<file path="config.mk">
export PLATFORM = sky130hd
export DESIGN_NAME = bmwr_window
export DESIGN_NICKNAME = d
export VERILOG_FILES = /design/src/bmwr_pkg.sv /design/src/bmwr_window.sv
export VERILOG_INCLUDE_DIRS = /design/src
export SDC_FILE = /design/constraint.sdc
export NUM_CORES = 1
export LEC_CHECK = 0
export BUFFER_PORTS_ARGS = -buffer_cell sky130_fd_sc_hd__buf_4
export CAP_MARGIN = 20
export CORE_MARGIN = 3
export CORE_UTILIZATION = 35
export CTS_CLUSTER_SIZE = 8
export DETAILED_ROUTE_END_ITERATION = 8
export PLACE_DENSITY = 0.58
export SLEW_MARGIN = 40
export SYNTH_ARGS = -nofsm -noshare
export SYNTH_HDL_FRONTEND = slang
export SYNTH_SLANG_ARGS = --single-unit
export TNS_END_PERCENT = 5
</file>
<file path="constraint.sdc">
create_clock -name sys_clk -period 5.5 [get_ports sys_clk]
set_input_delay 0.825 -clock sys_clk [delete_from_list [all_inputs] [get_ports sys_clk]]
set_output_delay 0.825 -clock sys_clk [all_outputs]
set_load 0.02 [all_outputs]
</file>
<file path="src/bmwr_regs.svh">
`ifndef BMWR_REGS_SVH
`define BMWR_REGS_SVH

// Configuration dword offsets of the window registers.
`define BMWR_OFS_MEM      8'h20
`define BMWR_OFS_PREF     8'h24
`define BMWR_OFS_PREF_BHI 8'h28
`define BMWR_OFS_PREF_THI 8'h2C

// Field positions inside a shared bottom/top dword.
`define BMWR_BOT_LSB 4
`define BMWR_TOP_LSB 20
`define BMWR_CAP_BOT_LSB 0
`define BMWR_CAP_TOP_LSB 16

// Bits that software may change in a shared bottom/top dword.
`define BMWR_WMASK_WIN 32'hFFF0FFF0

// Capability codes of the prefetchable window.
`define BMWR_CAP_32 4'h0
`define BMWR_CAP_64 4'h1

// Implied low address bits of an expanded bottom and top.
`define BMWR_BOT_LO 20'h00000
`define BMWR_TOP_LO 20'hFFFFF

// Reset values.
`define BMWR_RST_FIELD 12'h000
`define BMWR_RST_WORD  32'h00000000

`endif

</file>
<file path="src/bmwr_pkg.sv">
`default_nettype none

package bmwr_pkg;

  // Which window register a configuration access selects.
  typedef enum logic [2:0] {
    BMWR_SEL_NONE = 3'h0,
    BMWR_SEL_MEM  = 3'h1,
    BMWR_SEL_PREF = 3'h2,
    BMWR_SEL_BHI  = 3'h3,
    BMWR_SEL_THI  = 3'h4
  } bmwr_sel_type;

endpackage : bmwr_pkg

`default_nettype wire

</file>
<file path="src/bmwr_window.sv">
// Notes on behaviour
// RULE_01 - Memory window low nibbles read zero, ignore writes.
// RULE_02 - Memory bottom field gives address bits 31:20.
// RULE_03 - Memory top field, low bits all ones.
// RULE_04 - Memory window range decides forwarding.
// RULE_05 - Prefetchable capability nibbles read 64-bit code.
// RULE_06 - Prefetchable bottom field gives bits 31:20.
// RULE_07 - Prefetchable top field, low bits ones.
// RULE_08 - Prefetchable range decides read/write forwarding.
// RULE_09 - Prefetchable bottom high word, writable, resets zero.
// RULE_10 - Prefetchable top high word, writable, resets zero.
// RULE_11 - Inside means bottom <= address <= top.
// RULE_12 - Bottom above top means empty window.
`timescale 1ns/1ps
`default_nettype none
`include "bmwr_regs.svh"

module bmwr_window
(
  // Clock and reset.
  input  wire logic        sys_clk,
  input  wire logic        reset,
  // Configuration access from the primary side.
  input  wire logic        cfg_wr,
  input  wire logic        cfg_rd,
  input  wire logic [7:0]  cfg_addr,
  input  wire logic [3:0]  cfg_be,
  input  wire logic [31:0] cfg_wdata,
  output var  logic [31:0] cfg_rdata,
  // Address decode request.
  input  wire logic        dec_valid,
  input  wire logic [63:0] dec_addr,
  // Decode answer, one cycle after the request.
  output var  logic        mem_hit,
  output var  logic        pref_hit,
  output var  logic        dec_done
);

  // Stored window fields.
  logic [11:0] mem_bot_q;      // Memory bottom, address 31:20.
  logic [11:0] mem_bot_d;
  logic [11:0] mem_top_q;      // Memory top, address 31:20.
  logic [11:0] mem_top_d;
  logic [11:0] pf_bot_q;       // Prefetchable bottom, 31:20.
  logic [11:0] pf_bot_d;
  logic [11:0] pf_top_q;       // Prefetchable top, 31:20.
  logic [11:0] pf_top_d;
  logic [31:0] pf_bot_hi_q;    // Prefetchable bottom, 63:32.
  logic [31:0] pf_bot_hi_d;
  logic [31:0] pf_top_hi_q;    // Prefetchable top, 63:32.
  logic [31:0] pf_top_hi_d;

  // Answer flops.
  logic [31:0] rdata_q;
  logic [31:0] rdata_d;
  logic        mem_hit_q;
  logic        mem_hit_d;
  logic        pref_hit_q;
  logic        pref_hit_d;
  logic        done_q;
  logic        done_d;

  // Decoded access target and register images.
  bmwr_pkg::bmwr_sel_type sel;
  logic [31:0] mem_img;        // Dword image at the memory offset.
  logic [31:0] pf_img;         // Dword image at the prefetch offset.
  logic [63:0] mem_bot_x;      // Expanded memory bottom.
  logic [63:0] mem_top_x;      // Expanded memory top.
  logic [63:0] pf_bot_x;       // Expanded prefetchable bottom.
  logic [63:0] pf_top_x;       // Expanded prefetchable top.

  // Merges write data into a dword per byte lane, keeping bits
  // outside the writable mask.
  function automatic logic [31:0] merge(input logic [31:0] old,
                                        input logic [31:0] wd,
                                        input logic [3:0]  be,
                                        input logic [31:0] wm);
    logic [31:0] r;
    r = old;
    for (int i = 0; i < 4; i++)
    begin
      if (be[i])
      begin
        r[i*8 +: 8] = (wd[i*8 +: 8] & wm[i*8 +: 8]) |
                      (old[i*8 +: 8] & ~wm[i*8 +: 8]);
      end
    end
    return r;
  endfunction : merge

  // Offset decode; the low two address bits select nothing, so they
  // are forced to zero and the full byte offsets compare at one width.
  always_comb
  begin
    case ({cfg_addr[7:2], 2'b00})
      `BMWR_OFS_MEM:      sel = bmwr_pkg::BMWR_SEL_MEM;
      `BMWR_OFS_PREF:     sel = bmwr_pkg::BMWR_SEL_PREF;
      `BMWR_OFS_PREF_BHI: sel = bmwr_pkg::BMWR_SEL_BHI;
      `BMWR_OFS_PREF_THI: sel = bmwr_pkg::BMWR_SEL_THI;
      // Every other offset belongs to another block.
      default:                 sel = bmwr_pkg::BMWR_SEL_NONE;
    endcase
  end

  // Read images; fixed nibbles come from constants, so writes to
  // them can never stick.
  always_comb
  begin
    mem_img = '0;
    mem_img[`BMWR_BOT_LSB +: 12] = mem_bot_q;  // RULE_02
    mem_img[`BMWR_TOP_LSB +: 12] = mem_top_q;  // RULE_03
    pf_img  = '0;
    pf_img[`BMWR_CAP_BOT_LSB +: 4] = `BMWR_CAP_64;  // RULE_05
    pf_img[`BMWR_CAP_TOP_LSB +: 4] = `BMWR_CAP_64;  // RULE_05
    pf_img[`BMWR_BOT_LSB +: 12] = pf_bot_q;  // RULE_06
    pf_img[`BMWR_TOP_LSB +: 12] = pf_top_q;  // RULE_07
  end

  // Expanded window edges: bottoms pad with zeros, tops with ones.
  always_comb
  begin
    mem_bot_x = {32'h00000000, mem_bot_q, `BMWR_BOT_LO};  // RULE_02
    mem_top_x = {32'h00000000, mem_top_q, `BMWR_TOP_LO};  // RULE_03
    pf_bot_x  = {pf_bot_hi_q, pf_bot_q, `BMWR_BOT_LO};  // RULE_06
    pf_top_x  = {pf_top_hi_q, pf_top_q, `BMWR_TOP_LO};  // RULE_07
  end

  // Next values of the window registers. Only the masked field bits
  // of a shared dword take write data.
  always_comb
  begin
    logic [31:0] w;
    w           = '0;
    mem_bot_d   = mem_bot_q;
    mem_top_d   = mem_top_q;
    pf_bot_d    = pf_bot_q;
    pf_top_d    = pf_top_q;
    pf_bot_hi_d = pf_bot_hi_q;
    pf_top_hi_d = pf_top_hi_q;
    if (cfg_wr)
    begin
      case (sel)
        bmwr_pkg::BMWR_SEL_MEM:
        begin
          w = merge(mem_img, cfg_wdata, cfg_be, `BMWR_WMASK_WIN);  // RULE_01
          mem_bot_d = w[`BMWR_BOT_LSB +: 12];  // RULE_02
          mem_top_d = w[`BMWR_TOP_LSB +: 12];  // RULE_03
        end
        bmwr_pkg::BMWR_SEL_PREF:
        begin
          w = merge(pf_img, cfg_wdata, cfg_be, `BMWR_WMASK_WIN);  // RULE_05
          pf_bot_d = w[`BMWR_BOT_LSB +: 12];  // RULE_06
          pf_top_d = w[`BMWR_TOP_LSB +: 12];  // RULE_07
        end
        bmwr_pkg::BMWR_SEL_BHI:
        begin
          pf_bot_hi_d = merge(pf_bot_hi_q, cfg_wdata, cfg_be, '1);  // RULE_09
        end
        bmwr_pkg::BMWR_SEL_THI:
        begin
          pf_top_hi_d = merge(pf_top_hi_q, cfg_wdata, cfg_be, '1);  // RULE_10
        end
        // Writes to other offsets are dropped here.
        default:
        begin
          w = '0;
        end
      endcase
    end
  end

  // Window register flops; all fields clear at reset.
  always_ff @(posedge sys_clk or posedge reset)
  begin
    if (reset)
    begin
      mem_bot_q   <= `BMWR_RST_FIELD;  // RULE_02
      mem_top_q   <= `BMWR_RST_FIELD;
      pf_bot_q    <= `BMWR_RST_FIELD;
      pf_top_q    <= `BMWR_RST_FIELD;
      pf_bot_hi_q <= `BMWR_RST_WORD;  // RULE_09
      pf_top_hi_q <= `BMWR_RST_WORD;  // RULE_10
    end
    else
    begin
      mem_bot_q   <= mem_bot_d;
      mem_top_q   <= mem_top_d;
      pf_bot_q    <= pf_bot_d;
      pf_top_q    <= pf_top_d;
      pf_bot_hi_q <= pf_bot_hi_d;
      pf_top_hi_q <= pf_top_hi_d;
    end
  end

  // Read data and decode answers. The range tests are plain 64-bit
  // compares, so a bottom above its top matches no address at all;
  // an upper word on a 32-bit access is simply zero.
  always_comb
  begin
    rdata_d = rdata_q;
    if (cfg_rd)
    begin
      case (sel)
        bmwr_pkg::BMWR_SEL_MEM:  rdata_d = mem_img;  // RULE_01
        bmwr_pkg::BMWR_SEL_PREF: rdata_d = pf_img;  // RULE_05
        bmwr_pkg::BMWR_SEL_BHI:  rdata_d = pf_bot_hi_q;
        bmwr_pkg::BMWR_SEL_THI:  rdata_d = pf_top_hi_q;
        // Unmapped offsets read as zero.
        default:                 rdata_d = '0;
      endcase
    end
    done_d     = dec_valid;
    mem_hit_d  = dec_valid && (dec_addr >= mem_bot_x) &&
                 (dec_addr <= mem_top_x);  // RULE_04 RULE_11 RULE_12
    pref_hit_d = dec_valid && (dec_addr >= pf_bot_x) &&
                 (dec_addr <= pf_top_x);  // RULE_08 RULE_11 RULE_12
  end

  // Answer flops; the read word holds until the next read.
  always_ff @(posedge sys_clk or posedge reset)
  begin
    if (reset)
    begin
      rdata_q    <= `BMWR_RST_WORD;
      mem_hit_q  <= 1'b0;
      pref_hit_q <= 1'b0;
      done_q     <= 1'b0;
    end
    else
    begin
      rdata_q    <= rdata_d;
      mem_hit_q  <= mem_hit_d;
      pref_hit_q <= pref_hit_d;
      done_q     <= done_d;
    end
  end

  // Outputs come straight from flops.
  assign cfg_rdata = rdata_q;
  assign mem_hit   = mem_hit_q;
  assign pref_hit  = pref_hit_q;
  assign dec_done  = done_q;
endmodule : bmwr_window
`default_nettype wire

</file>
# After elaboration in Yosys (flattened, before gate mapping)
# Cells that the tools add are included.
# W data, S select, Z words.
# totals
regBits,147
in_bits,113
out_inout_bits,35
# classes
order_cmp,4
n_eq_ne,8
n_mux,2
n_reduce_logical,20
# ops
op,n
$pmux W32 S4,1
$ge A64 B32 Y1,1
$ge A64 B64 Y1,1
$le A64 B32 Y1,1
$le A64 B64 Y1,1
$reduce_and A3 Y1,16
$eq A6 B4 Y1 const B,4
$pmux W3 S4,1
$eq A3 B2 Y1 const B,2
$logic_and A1 B1 Y1,4
$eq A3 B1 Y1 const B,1
$eq A3 B3 Y1 const B,1

# Logic depth before layout (Yosys ltp)
# Gate-level depths: netlist of the first run.
# logic_depth
ltp_word,4
mapped_depth,8

# Least setup slack after synthesis of the first run
# Ideal clock, no wire load.
# synth_path
kind,input -> register
from,input dec_addr[15]
to,register mem_hit_q (netlist: mem_hit)
setup_ns,0.087
t_arrival_ns,2.212
path_slack_ns,3.202
stages,5
n_path_buf,0
path_cell_list,or4_4 -> or4_4 -> o211ai_2 -> a21oi_2 -> a211oi_2
# synth_between
elab_chain_cells,3
# synth_lines
element,line,source
start: declaration,bmwr_window.sv:32,"input wire logic [63:0] dec_addr,"
$ge A64 B32 Y1,bmwr_window.sv:213,mem_hit_d = dec_valid && (dec_addr >= mem_bot_x) &&
$logic_and A1 B1 Y1,bmwr_window.sv:213,
$logic_and A1 B1 Y1 *,bmwr_window.sv:213,
via mem_hit_d,bmwr_window.sv:57,logic mem_hit_d;
end signal: assignment,bmwr_window.sv:232,mem_hit_q <= mem_hit_d;
end: declaration,bmwr_window.sv:56,logic mem_hit_q;
# Mark *: on every way through the listed nets, which the timed path passes. The rest lies on a longest branch.
# A chain may end at the register's enable or synchronous reset.

# Final worst setup path of the first run
# layout_path
from,input dec_addr[38]
to,register mem_hit_q (netlist: mem_hit)
# The elaborated chain is that of the path after synthesis.

==> results of run 1 <==
power groups by stage:
| stage | Sequential, uW | Combinational, uW | Clock (uW) |
|---|---|---|---|
| global route | 1270 | 769 | 1240 |
| global placement | 1280 | 661 | 0 |
| finish | 1260 | 677 | 1170 |
| detailed placement | 1280 | 676 | 0 |
| CTS | 1260 | 680 | 1190 |
| floorplan | 1270 | 422 | 0 |
final cells by class:
cell class | count | area, um2 | share of cell area (%)
Clock inverter | 12 | 131 | 1.20
Clock buffer | 19 | 453 | 4.14
Tap cell | 324 | 405 | 3.70
Multi-Input combinational cell | 654 | 4590 | 41.9
Sequential cell | 147 | 3680 | 33.6
Inverter | 149 | 567 | 5.18
Timing Repair Buffer | 149 | 1120 | 10.2
worst max path at each step:
stage                               to  slack [ns]  cells past startpoint
final                          mem_hit        2.68                      7
after global routing           mem_hit        2.65                      7
after CTS                  pf_bot_q[0]        2.59                      6
after detailed placement   pf_bot_q[0]        2.14                      6
after global placement    pf_top_q[10]        2.08                      7
after floorplan           cfg_rdata[0]        0.72                      1
cell usage in the layout (no fill, tap or decap), types with 6 or more instances in the layout:
| cell | synthesis | layout |
|---|---|---|
| sky130_fd_sc_hd__nor2_2 | 3 | 13 |
| sky130_fd_sc_hd__o21ai_1 | 131 | 131 |
| sky130_fd_sc_hd__inv_1 | 148 | 147 |
| sky130_fd_sc_hd__nand3_1 | 28 | 28 |
| sky130_fd_sc_hd__o22ai_1 | 15 | 15 |
| sky130_fd_sc_hd__a21oi_1 | 38 | 38 |
| sky130_fd_sc_hd__mux2i_1 | 6 | 6 |
| sky130_fd_sc_hd__ha_1 | 112 | 112 |
| sky130_fd_sc_hd__clkbuf_16 | 0 | 17 |
| sky130_fd_sc_hd__nand2_1 | 142 | 142 |
| sky130_fd_sc_hd__a21o_1 | 28 | 28 |
| sky130_fd_sc_hd__nor2_1 | 24 | 14 |
| sky130_fd_sc_hd__nor4_1 | 14 | 14 |
| sky130_fd_sc_hd__dfrtp_1 | 147 | 147 |
| sky130_fd_sc_hd__mux4_2 | 15 | 15 |
| sky130_fd_sc_hd__buf_4 | 0 | 149 |
| sky130_fd_sc_hd__nand4_1 | 28 | 28 |
| sky130_fd_sc_hd__o21ai_0 | 14 | 14 |
| sky130_fd_sc_hd__a222oi_1 | 9 | 9 |
cell families (layout without fill, tap and decap cells):
kind of cell    after synthesis  count (layout)
compound gates              255             255
fa+ha+maj                   112             112
buf+inv                     179             329
flops                       147             147
mux                          23              23
simple gates                264             264
state kept, by name, summed over array words and instances, names as in the netlist:
register,flops
mem_bot_q,12
pf_top_hi_q,32
mem_top_q,12
mem_hit,1
pf_bot_q,12
dec_done,1
pref_hit,1
cfg_rdata,32
pf_top_q,12
pf_bot_hi_q,32
worst max-delay path, cell delays in order:
cell,delay [ns]
sky130_fd_sc_hd__buf_4,0.13
sky130_fd_sc_hd__nor4_1,0.74
sky130_fd_sc_hd__nand4_1,0.38
sky130_fd_sc_hd__or4_4,0.63
sky130_fd_sc_hd__o211ai_2,0.16
sky130_fd_sc_hd__a21oi_2,0.07
sky130_fd_sc_hd__a211oi_2,0.22
per-layer routing:
metal / share of wire [%] / global-route usage (%)
met2: 48 / 32.1
met5: 0 / 0
met1: 46 / 27.5
met4: 0.82 / 4.01
met3: 5.3 / 4.05
per-stage QoR:
stage | power, uW | hold WS, ns | cell area [um2] | cells
floorplan | 1690 | 0.484 | 8930 | 980
detailed placement | 1950 | 0.504 | 10300 | 1422
CTS | 3130 | 0.515 | 10900 | 1453
finish | 3110 | 0.487 | 10900 | 1454
global route | 3280 | 0.533 | 10900 | 1454
global placement | 1940 | 0.501 | 10300 | 1422
==> impl_metrics.env, run 1 <==
export IMPL_power_frac_clock_pct=37.7
export IMPL_yosys_area_share_simple_pct=14.0
export IMPL_timing_critical_path_fanout_max=3
export IMPL_ctsHoldBuffers=0
export IMPL_grt_setup_unrepaired="no"
export IMPL_power_per_cell_area_mw_per_mm2=284
export IMPL_yosys_cell_types_count=49
export IMPL_slew_violations=0
export IMPL_synth_top_cells_by_count="148 x sky130_fd_sc_hd__inv_1, 147 x sky130_fd_sc_hd__dfrtp_1, 142 x sky130_fd_sc_hd__nand2_1"
export IMPL_max_slew_worst_pin_slew_ns=0.847
export IMPL_synth_yosys_seq_area_share_pct=41.2
export IMPL_die_y_um=166
export IMPL_max_cap_viol_count=0
export IMPL_cts_path_max_buffers=2
export IMPL_r2r_worst_path_cells=8
export IMPL_drt_drc_violations_left=0
export IMPL_complex_gate_fraction_of_the_synthesized_area_pct=16.6
export IMPL_hold_path_class="input pin to async pin"
export IMPL_cts_sinks=147
export IMPL_netlist_top_cells_area="sky130_fd_sc_hd__dfrtp_1 41%, sky130_fd_sc_hd__ha_1 16%, sky130_fd_sc_hd__o21ai_1 7.3%"
export IMPL_routed_via_density=5.22
export IMPL_number_of_buffers_inserted_during_clock_tree_synthesis=17
export IMPL_area_of_the_mapped_netlist_mm2=0.00893
export IMPL_ys_warnings_count=0
export IMPL_tns_ns=0
export IMPL_floorplan_initialDensity_pct=36.2
export IMPL_hpwl_mm=21.1
export IMPL_critical_path_reg2reg_startpoint="pf_top_hi_q[30]"
export IMPL_net_switching_power_uw=926
export IMPL_combinationalPowerShare_pct=21.8
export IMPL_synth_area_per_cell_um2=9.11
export IMPL_fin_crit_ns=2.82
export IMPL_post_synth_mux_area_share_pct=4.71
export IMPL_fp_row_count=57
export IMPL_synth_top_cell_by_area="sky130_fd_sc_hd__dfrtp_1"
export IMPL_num_nets_final=1343
export IMPL_cts_htree_levels=4
export IMPL_async_flop_share_pct=100
export IMPL_globalRouteTotalUtil_pct=19.8
export IMPL_critPathRequiredTime_ns=5.83
export IMPL_synth_main_ff_cell="sky130_fd_sc_hd__dfrtp_1"
export IMPL_post_synth_inst_count=980
export IMPL_internal_power_uw=2180
export IMPL_initial_antenna_violation_count=0
export IMPL_setup_viol=0
export IMPL_detailedRoute_firstPassIterationCount=5
export IMPL_globalplace_congestion=0.868
export IMPL_grt_start_max_net_pins=100
export IMPL_number_of_gates_given_a_new_drive_strength_after_cts=0
export IMPL_num_antenna_cells=0
export IMPL_yosys_register_bits=147
export IMPL_dr_first_iter_drc_count=609
export IMPL_placement_io_buffers=145
export IMPL_ant_nets=0
export IMPL_xor_xnor_portion_of_the_synthesized_cell_area_pct=0
export IMPL_dp_worst_setup_slack_ns=2.14
export IMPL_layout_drive_gt1_share_pct=19.2
export IMPL_power_static_leakage_uw=0.00551
export IMPL_final_clock_skew_ns=0.0157
export IMPL_endpoint_kind="flop"
export IMPL_postCtsSetupBuffers=0
export IMPL_category_of_the_most_critical_setup_path="input pin to flop"
export IMPL_synth_top_area_share_pct=41.2
export IMPL_postRouteWirelength_mm=27.2
export IMPL_status="finished, final reports clean"
export IMPL_post_synth_top_count_cell="sky130_fd_sc_hd__inv_1"
export IMPL_timing_slew_headroom_pct=42.7
export IMPL_global_route_overflow_total=0
export IMPL_fmaxAchievable_ghz=0.355
export IMPL_synthToLayoutAreaGrowth_pct=22.6
export IMPL_clk_pin_slew_worst_paths_ns=0.06
export IMPL_fp_dieArea_mm2=0.0275
export IMPL_final_min_period_over_clock_period_pct=51.2
export IMPL_reg2reg_slack_ns=2.82
export IMPL_floorplan_die_width_um=166
export IMPL_hold_fails_final_rpt=0
export IMPL_timing_critical_path_arrival_ns=3.15
export IMPL_largest_family_of_logic_cells_by_synthesized_area="compound AO/OA/AOI/OAI gates"
export IMPL_netSwitchingFraction_pct=29.8
export IMPL_grt_first_pass_wirelength_mm=42.6
export IMPL_average_routed_wire_per_standard_cell_um=18.7
export IMPL_crit_path_start_kind="input pin"
export IMPL_grt_pass1_vias=7563
export IMPL_clk_insertion_delay_late_ns=0.43
export IMPL_synth_nets=1205
export IMPL_io_pin_count=148
export IMPL_cts_root_buffer="sky130_fd_sc_hd__clkbuf_16"
export IMPL_synth_edf_count=0
export IMPL_power_share_sequential_pct=40.5
export IMPL_synth_fa_ha_area_share_pct=15.7
export IMPL_finalCoreUtilization_pct=44.3
export IMPL_clock_tree_from_tritoncts="yes"
export IMPL_ir_worst_vdd_mv=0.174
export IMPL_final_worst_setup_slack_ns=2.68
export IMPL_detailroute_via_count=7597
export IMPL_crit_path_start="dec_addr[38]"
export IMPL_core_area_mm2=0.0247
export IMPL_worstReg2RegEnd="pref_hit"
export IMPL_final_fill_count=2476
No activity file was read; power rests on OpenSTA's default activity.
==> run 2, diff against run 1 <==
--- a/config.mk
+++ b/config.mk
@@ -12,7 +12,7 @@
 export CORE_UTILIZATION = 35
 export CTS_CLUSTER_SIZE = 8
 export DETAILED_ROUTE_END_ITERATION = 8
-export PLACE_DENSITY = 0.58
+export PLACE_DENSITY = 0.6
 export SLEW_MARGIN = 40
 export SYNTH_ARGS = -nofsm -noshare
 export SYNTH_HDL_FRONTEND = slang
==> constraint.sdc (replaced) <==
create_clock -name sys_clk -period 2.5 [get_ports sys_clk]
set_input_delay 0.375 -clock sys_clk [delete_from_list [all_inputs] [get_ports sys_clk]]
set_output_delay 0.375 -clock sys_clk [all_outputs]
set_load 0.02 [all_outputs]
==> run 2 against run 1 <==
Against the previous run: die area is the same; non-clock buffer count up 26; critical path type is now flop to flop; first-iteration DRC count rose by 0.49%; global-route usage grew 0.22 points; sequential power rose by 120%; cell count up 1.9%; power up 130%; highest routed layer unchanged; routed wire length is 0.42% higher; count of clock-buffer cells in the layout increased by 2; clock skew decreased by 0.0060 ns; combinational power rose by 120%; critical path depth rose by 2.
==> impl_metrics.env, run 2 (synthesis results as in run 1) <==
export IMPL_grt_start_max_net_pins=87
export IMPL_number_of_gates_given_a_new_drive_strength_after_cts=0
export IMPL_worstReg2RegEnd="pref_hit"
export IMPL_clk_insertion_delay_late_ns=0.43
export IMPL_number_of_buffers_inserted_during_clock_tree_synthesis=17
export IMPL_endpoint_kind="flop"
export IMPL_max_slew_worst_pin_slew_ns=0.564
export IMPL_average_routed_wire_per_standard_cell_um=18.4
export IMPL_cts_path_max_buffers=2
export IMPL_postRouteWirelength_mm=27.3
export IMPL_num_antenna_cells=0
export IMPL_core_area_mm2=0.0247
export IMPL_timing_slew_headroom_pct=61.9
export IMPL_clock_tree_from_tritoncts="yes"
export IMPL_fp_dieArea_mm2=0.0275
export IMPL_met2WireLength_mm=13.0
export IMPL_synthToLayoutAreaGrowth_pct=25.3
export IMPL_wl_met3_mm=1.47
export IMPL_globalRouteTotalUtil_pct=20.0
export IMPL_power_static_leakage_uw=0.00567
export IMPL_topRoutingLayerUsed="met4"
export IMPL_cts_htree_levels=4
export IMPL_floorplan_initialDensity_pct=36.2
export IMPL_cts_sinks=147
export IMPL_fp_row_count=57
export IMPL_tns_ns=0
export IMPL_max_cap_viol_count=0
export IMPL_dr_first_iter_drc_count=612
export IMPL_timing_critical_path_arrival_ns=2.41
export IMPL_final_clock_skew_ns=0.00969
export IMPL_initial_antenna_violation_count=0
export IMPL_routed_via_density=5.12
export IMPL_most_used_cells_in_the_layout_excluding_fill_and_tap_cells="173 x sky130_fd_sc_hd__buf_4, 147 x sky130_fd_sc_hd__inv_1, 147 x sky130_fd_sc_hd__dfrtp_1, 142 x sky130_fd_sc_hd__nand2_1, 131 x sky130_fd_sc_hd__o21ai_1"
export IMPL_detailroute_via_count=7589
export IMPL_grt_first_pass_wirelength_mm=42.9
export IMPL_layout_drive_gt1_share_pct=20.1
export IMPL_final_fill_count=2469
export IMPL_die_y_um=166
export IMPL_multiInputGateArea_mm2=0.00456
export IMPL_ctsHoldBuffers=0
export IMPL_category_of_the_most_critical_setup_path="flop to flop"
export IMPL_cts_root_buffer="sky130_fd_sc_hd__clkbuf_16"
export IMPL_num_nets_final=1369
export IMPL_crit_path_start_kind="flop"
export IMPL_final_common_cell="sky130_fd_sc_hd__buf_4"
export IMPL_r2r_worst_path_cells=9
export IMPL_timing_critical_path_fanout_max=3
export IMPL_ant_nets=0
export IMPL_critical_path_reg2reg_startpoint="pf_top_hi_q[30]"
export IMPL_drt_met1_wl_mm=12.4
export IMPL_ff_latch_area_mm2=0.00368
export IMPL_detailedRoute_firstPassIterationCount=6
export IMPL_ir_worst_vdd_mv=0.408
export IMPL_fin_crit_ns=2.12
export IMPL_slew_violations=0
export IMPL_hold_path_class="input pin to async pin"
export IMPL_setup_viol=0
export IMPL_timing_hold_ws_ns=0.0677
export IMPL_power_per_cell_area_mw_per_mm2=632
export IMPL_critPathRequiredTime_ns=2.79
export IMPL_floorplan_die_width_um=166
export IMPL_hold_fails_final_rpt=0
export IMPL_reg2reg_slack_ns=0.38
export IMPL_fmaxAchievable_ghz=0.472
export IMPL_clk_pin_slew_worst_paths_ns=0.06
export IMPL_drt_drc_violations_left=0
export IMPL_grt_setup_unrepaired="no"
export IMPL_global_route_overflow_total=0
export IMPL_grt_pass1_vias=7713
export IMPL_globalplace_congestion=0.852
export IMPL_status="finished, final reports clean"
export IMPL_io_pin_count=148
export IMPL_hpwl_mm=21.6
export IMPL_final_min_period_over_clock_period_pct=84.8
export IMPL_placement_io_buffers=145
export IMPL_postCtsSetupBuffers=0
[run 2: report_power, final]
part           total (uW)  switching [uW]  internal (uW)  leakage (uW)
combinational        1500             843            658       0.00378
clock                2790            1060           1730      0.000308
sequential           2770             137           2640       0.00159
total                7070            2040           5030       0.00567
[run 2: worst max path at each step]
| stage | from | endpoint | slack [ns] | cells past startpoint |
|---|---|---|---|---|
| after detailed placement | dec_addr[39] | mem_hit | 0.18 | 8 |
| final | pf_top_hi_q[30] | pref_hit | 0.38 | 9 |
| after global routing | pf_top_hi_q[30] | pref_hit | 0.25 | 9 |
| after CTS | pf_top_hi_q[30] | pref_hit | 0.42 | 9 |
| after floorplan | reset | cfg_rdata[0] | 0.28 | 1 |
| after global placement | dec_addr[38] | mem_hit | 0.18 | 9 |
[run 2: stage by stage]
step	setup slack [ns]	util, %	cell area (um2)	std cells	total power, uW
floorplan	0.278	-	8930	980	3720
global placement	0.178	42.7	10500	1449	4270
detailed placement	0.185	42.7	10500	1449	4320
CTS	0.416	45.3	11200	1481	7110
global route	0.246	45.3	11200	1481	7440
finish	0.379	45.3	11200	1481	7070
[run 2: worst max-delay path: stages (launching register included)]
cell	delay, ns
sky130_fd_sc_hd__dfrtp_1	0.39
sky130_fd_sc_hd__inv_1	0.08
sky130_fd_sc_hd__ha_1	0.29
sky130_fd_sc_hd__nand4_1	0.21
sky130_fd_sc_hd__nor4bb_1	0.35
sky130_fd_sc_hd__buf_4	0.19
sky130_fd_sc_hd__and2_1	0.17
sky130_fd_sc_hd__o311ai_0	0.13
sky130_fd_sc_hd__nand4_1	0.12
sky130_fd_sc_hd__a22oi_1	0.07
[run 2: final cells by class]
| class | count | share of cell area [%] |
|---|---|---|
| multi-input combinational | 654 | 40.8 |
| clock inverter | 11 | 1.54 |
| inverter | 149 | 5.04 |
| tap | 324 | 3.63 |
| timing repair buffer | 175 | 12.0 |
| clock buffer | 21 | 4.12 |
| sequential | 147 | 32.9 |
[run 2: metal layers]
| metal | global-route usage [%] | vias up |
|---|---|---|
| li1 | - | 3800 |
| met1 | 27.0 | 3564 |
| met2 | 33.2 | 206 |
| met3 | 4.55 | 19 |
| met4 | 4.09 | 0 |
| met5 | 0 | - |
==> run 3, diff against run 2 <==
==> constraint.sdc (replaced) <==
create_clock -name sys_clk -period 1.76 [get_ports sys_clk]
set_input_delay 0.264 -clock sys_clk [delete_from_list [all_inputs] [get_ports sys_clk]]
set_output_delay 0.264 -clock sys_clk [all_outputs]
set_load 0.02 [all_outputs]
==> run 3 against run 2 <==
Against the previous run: the flow now finishes with violations (setup timing); largest power group is now registers; power up 43%; count of clock-buffer cells in the layout unchanged; clock power up 25%.
==> impl_metrics.env, run 3 (synthesis results as in run 1) <==
export IMPL_status="finished, violations left"
export IMPL_violations="setup timing"
export IMPL_detailedRoute_firstPassIterationCount=5
export IMPL_hold_fails_final_rpt=0
export IMPL_average_routed_wire_per_standard_cell_um=18.2
export IMPL_slew_violations=0
export IMPL_dpl_cell_area_mm2=0.0115
export IMPL_tns_ns=-0.125
export IMPL_initial_antenna_violation_count=0
export IMPL_fin_crit_ns=1.88
export IMPL_combinationalPowerShare_pct=26.8
export IMPL_grt_setup_unrepaired="yes"
export IMPL_critPathRequiredTime_ns=2.05
export IMPL_cp_slowest_cell="sky130_fd_sc_hd__dfrtp_1"
export IMPL_power_frac_clock_pct=34.4
export IMPL_netSwitchingFraction_pct=29.7
export IMPL_grt_start_max_net_pins=94
export IMPL_cts_sinks=147
export IMPL_layoutNonFillerInstCount=1607
export IMPL_layout_drive_gt1_share_pct=31.2
export IMPL_delay_of_the_slowest_cell_on_the_worst_path_ns=0.36
export IMPL_crit_path_start="pf_top_hi_q[25]"
export IMPL_dr_first_iter_drc_count=576
export IMPL_grt_first_pass_wirelength_mm=45.5
export IMPL_final_min_period_over_clock_period_pct=107
export IMPL_dp_worst_setup_slack_ns=-0.535
export IMPL_max_cap_viol_count=0
export IMPL_die_y_um=166
export IMPL_cts_htree_levels=4
export IMPL_grt_pass1_vias=8289
export IMPL_floorplan_die_width_um=166
export IMPL_timing_slew_headroom_pct=62.1
export IMPL_crit_path_start_kind="flop"
export IMPL_core_area_mm2=0.0247
export IMPL_numPlacedInstances=1563
export IMPL_fp_row_count=57
export IMPL_final_clock_skew_ns=0.0108
export IMPL_globalplace_congestion=0.878
export IMPL_most_used_cells_in_the_layout_excluding_fill_and_tap_cells="292 x sky130_fd_sc_hd__buf_4, 147 x sky130_fd_sc_hd__dfrtp_1, 142 x sky130_fd_sc_hd__nand2_1, 137 x sky130_fd_sc_hd__inv_1, 134 x sky130_fd_sc_hd__o21ai_1"
export IMPL_hold_path_class="input pin to flop"
export IMPL_floorplan_initialDensity_pct=36.2
export IMPL_clk_pin_slew_worst_paths_ns=0.06
export IMPL_fmaxAchievable_ghz=0.531
export IMPL_cts_root_buffer="sky130_fd_sc_hd__clkbuf_16"
export IMPL_finalInstanceArea_mm2=0.0124
export IMPL_worstReg2RegEnd="pref_hit"
export IMPL_postRouteWirelength_mm=29.2
export IMPL_detailroute_via_count=8144
export IMPL_routed_via_density=5.07
export IMPL_critical_path_endpoint="pref_hit"
export IMPL_drt_drc_violations_left=0
export IMPL_globalRouteTotalUtil_pct=21.0
export IMPL_hpwl_mm=23.1
export IMPL_ir_worst_vdd_mv=0.613
export IMPL_endpoint_kind="flop"
export IMPL_r2r_worst_path_cells=10
export IMPL_num_antenna_cells=0
export IMPL_critical_path_cell_chain="inv_2 > ha_4 > nand4_1 > nor4bb_2 > buf_4 > buf_6 > buf_4 > o31ai_2 > nand4_1 > a22oi_1"
export IMPL_synthToLayoutAreaGrowth_pct=39.2
export IMPL_setup_viol=1
export IMPL_final_worst_setup_slack_ns=-0.125
export IMPL_cts_path_max_buffers=2
export IMPL_ant_nets=0
export IMPL_fp_dieArea_mm2=0.0275
export IMPL_global_route_overflow_total=0
export IMPL_net_switching_power_uw=3020
export IMPL_internal_power_uw=7130
export IMPL_io_pin_count=148
export IMPL_timing_critical_path_arrival_ns=2.17
export IMPL_placement_io_buffers=145
export IMPL_reg2reg_slack_ns=-0.12
export IMPL_power_per_cell_area_mw_per_mm2=816
export IMPL_number_of_buffers_inserted_during_clock_tree_synthesis=17
export IMPL_clock_tree_from_tritoncts="yes"
export IMPL_num_nets_final=1497
export IMPL_finalCoreUtilization_pct=50.3
export IMPL_category_of_the_most_critical_setup_path="flop to flop"
export IMPL_power_share_sequential_pct=38.9
export IMPL_clk_insertion_delay_late_ns=0.42
export IMPL_critical_path_reg2reg_startpoint="pf_top_hi_q[25]"
export IMPL_timing_critical_path_fanout_max=2
export IMPL_power_static_leakage_uw=0.00625
export IMPL_max_slew_worst_pin_slew_ns=0.568
export IMPL_final_common_cell="sky130_fd_sc_hd__buf_4"
[run 3: cell count changes in the layout (fill, tap and decap cells not counted), moves of 5 or more]
cell	before	now
sky130_fd_sc_hd__buf_12	2	7
sky130_fd_sc_hd__buf_4	173	292
sky130_fd_sc_hd__ha_4	0	14
sky130_fd_sc_hd__inv_2	0	10
sky130_fd_sc_hd__a21oi_1	38	30
sky130_fd_sc_hd__a21oi_2	1	9
sky130_fd_sc_hd__inv_1	147	137
sky130_fd_sc_hd__ha_1	112	98
[run 3: critical path, delay by kind of cell, from the launching register on]
family / cells / cell delay (ns)
adders and majority gates: 1 / 0.26
buffers and inverters: 4 / 0.39
DFF: 1 / 0.36
and+or+nand+nor: 3 / 0.61
AOI/OAI and AO/OA: 2 / 0.12
[run 3: repair_timing]
action	4_1_cts	5_1_grt
cloned	0	0
hold buffers	2	0
pin swaps	10	19
resized for setup	21	30
hold endpoints to repair	55	0
setup endpoints to repair	2	2
buffers inserted	3	9
[run 3: layout make-up]
type	instances	area, um2
Fill cell	2354	12300
Multi-Input combinational cell	654	4850
Sequential cell	147	3680
Timing Repair Buffer	303	2370
Inverter	149	563
Clock buffer	21	470
Tap cell	324	405
Clock inverter	9	81.3
[run 3: through the flow]
stage                     hold WS [ns]  power (uW)
after floorplan                  0.295        5290
after global routing            0.0636       10700
after detailed placement         0.407        6490
after CTS                       0.0502       10000
final                           0.0585       10100
after global placement           0.404        6420
[run 3: per-layer routing]
| layer | up-vias | wire, um | track usage [%] |
|---|---|---|---|
| met4 | 0 | 635 | 5.28 |
| met3 | 34 | 1690 | 4.34 |
| li1 | 4047 | - | - |
| met2 | 224 | 13900 | 34.6 |
| met1 | 3839 | 12900 | 28.4 |
| met5 | - | 0 | 0 |
[run 3: how the worst min path moves through the flow]
| stage | startpoint | end | slack (ns) | cells after the start |
|---|---|---|---|---|
| finish | cfg_wdata[3] | pf_bot_hi_q[3] | 0.06 | 3 |
| detailed placement | reset | cfg_rdata[4] | 0.41 | 3 |
| floorplan | dec_valid | dec_done | 0.30 | 0 |
| global placement | reset | cfg_rdata[4] | 0.40 | 3 |
| CTS | cfg_wdata[16] | pf_bot_hi_q[16] | 0.05 | 3 |
| global route | cfg_wdata[17] | pf_bot_hi_q[17] | 0.06 | 3 |
[run 3: power by group through the flow]
stage | combinational (uW) | clock, uW | sequential [uW]
after global placement | 2440 | 0 | 3980
after detailed placement | 2500 | 0 | 3990
after global routing | 3030 | 3680 | 3980
final | 2710 | 3490 | 3940
after CTS | 2580 | 3520 | 3940
after floorplan | 1320 | 0 | 3970
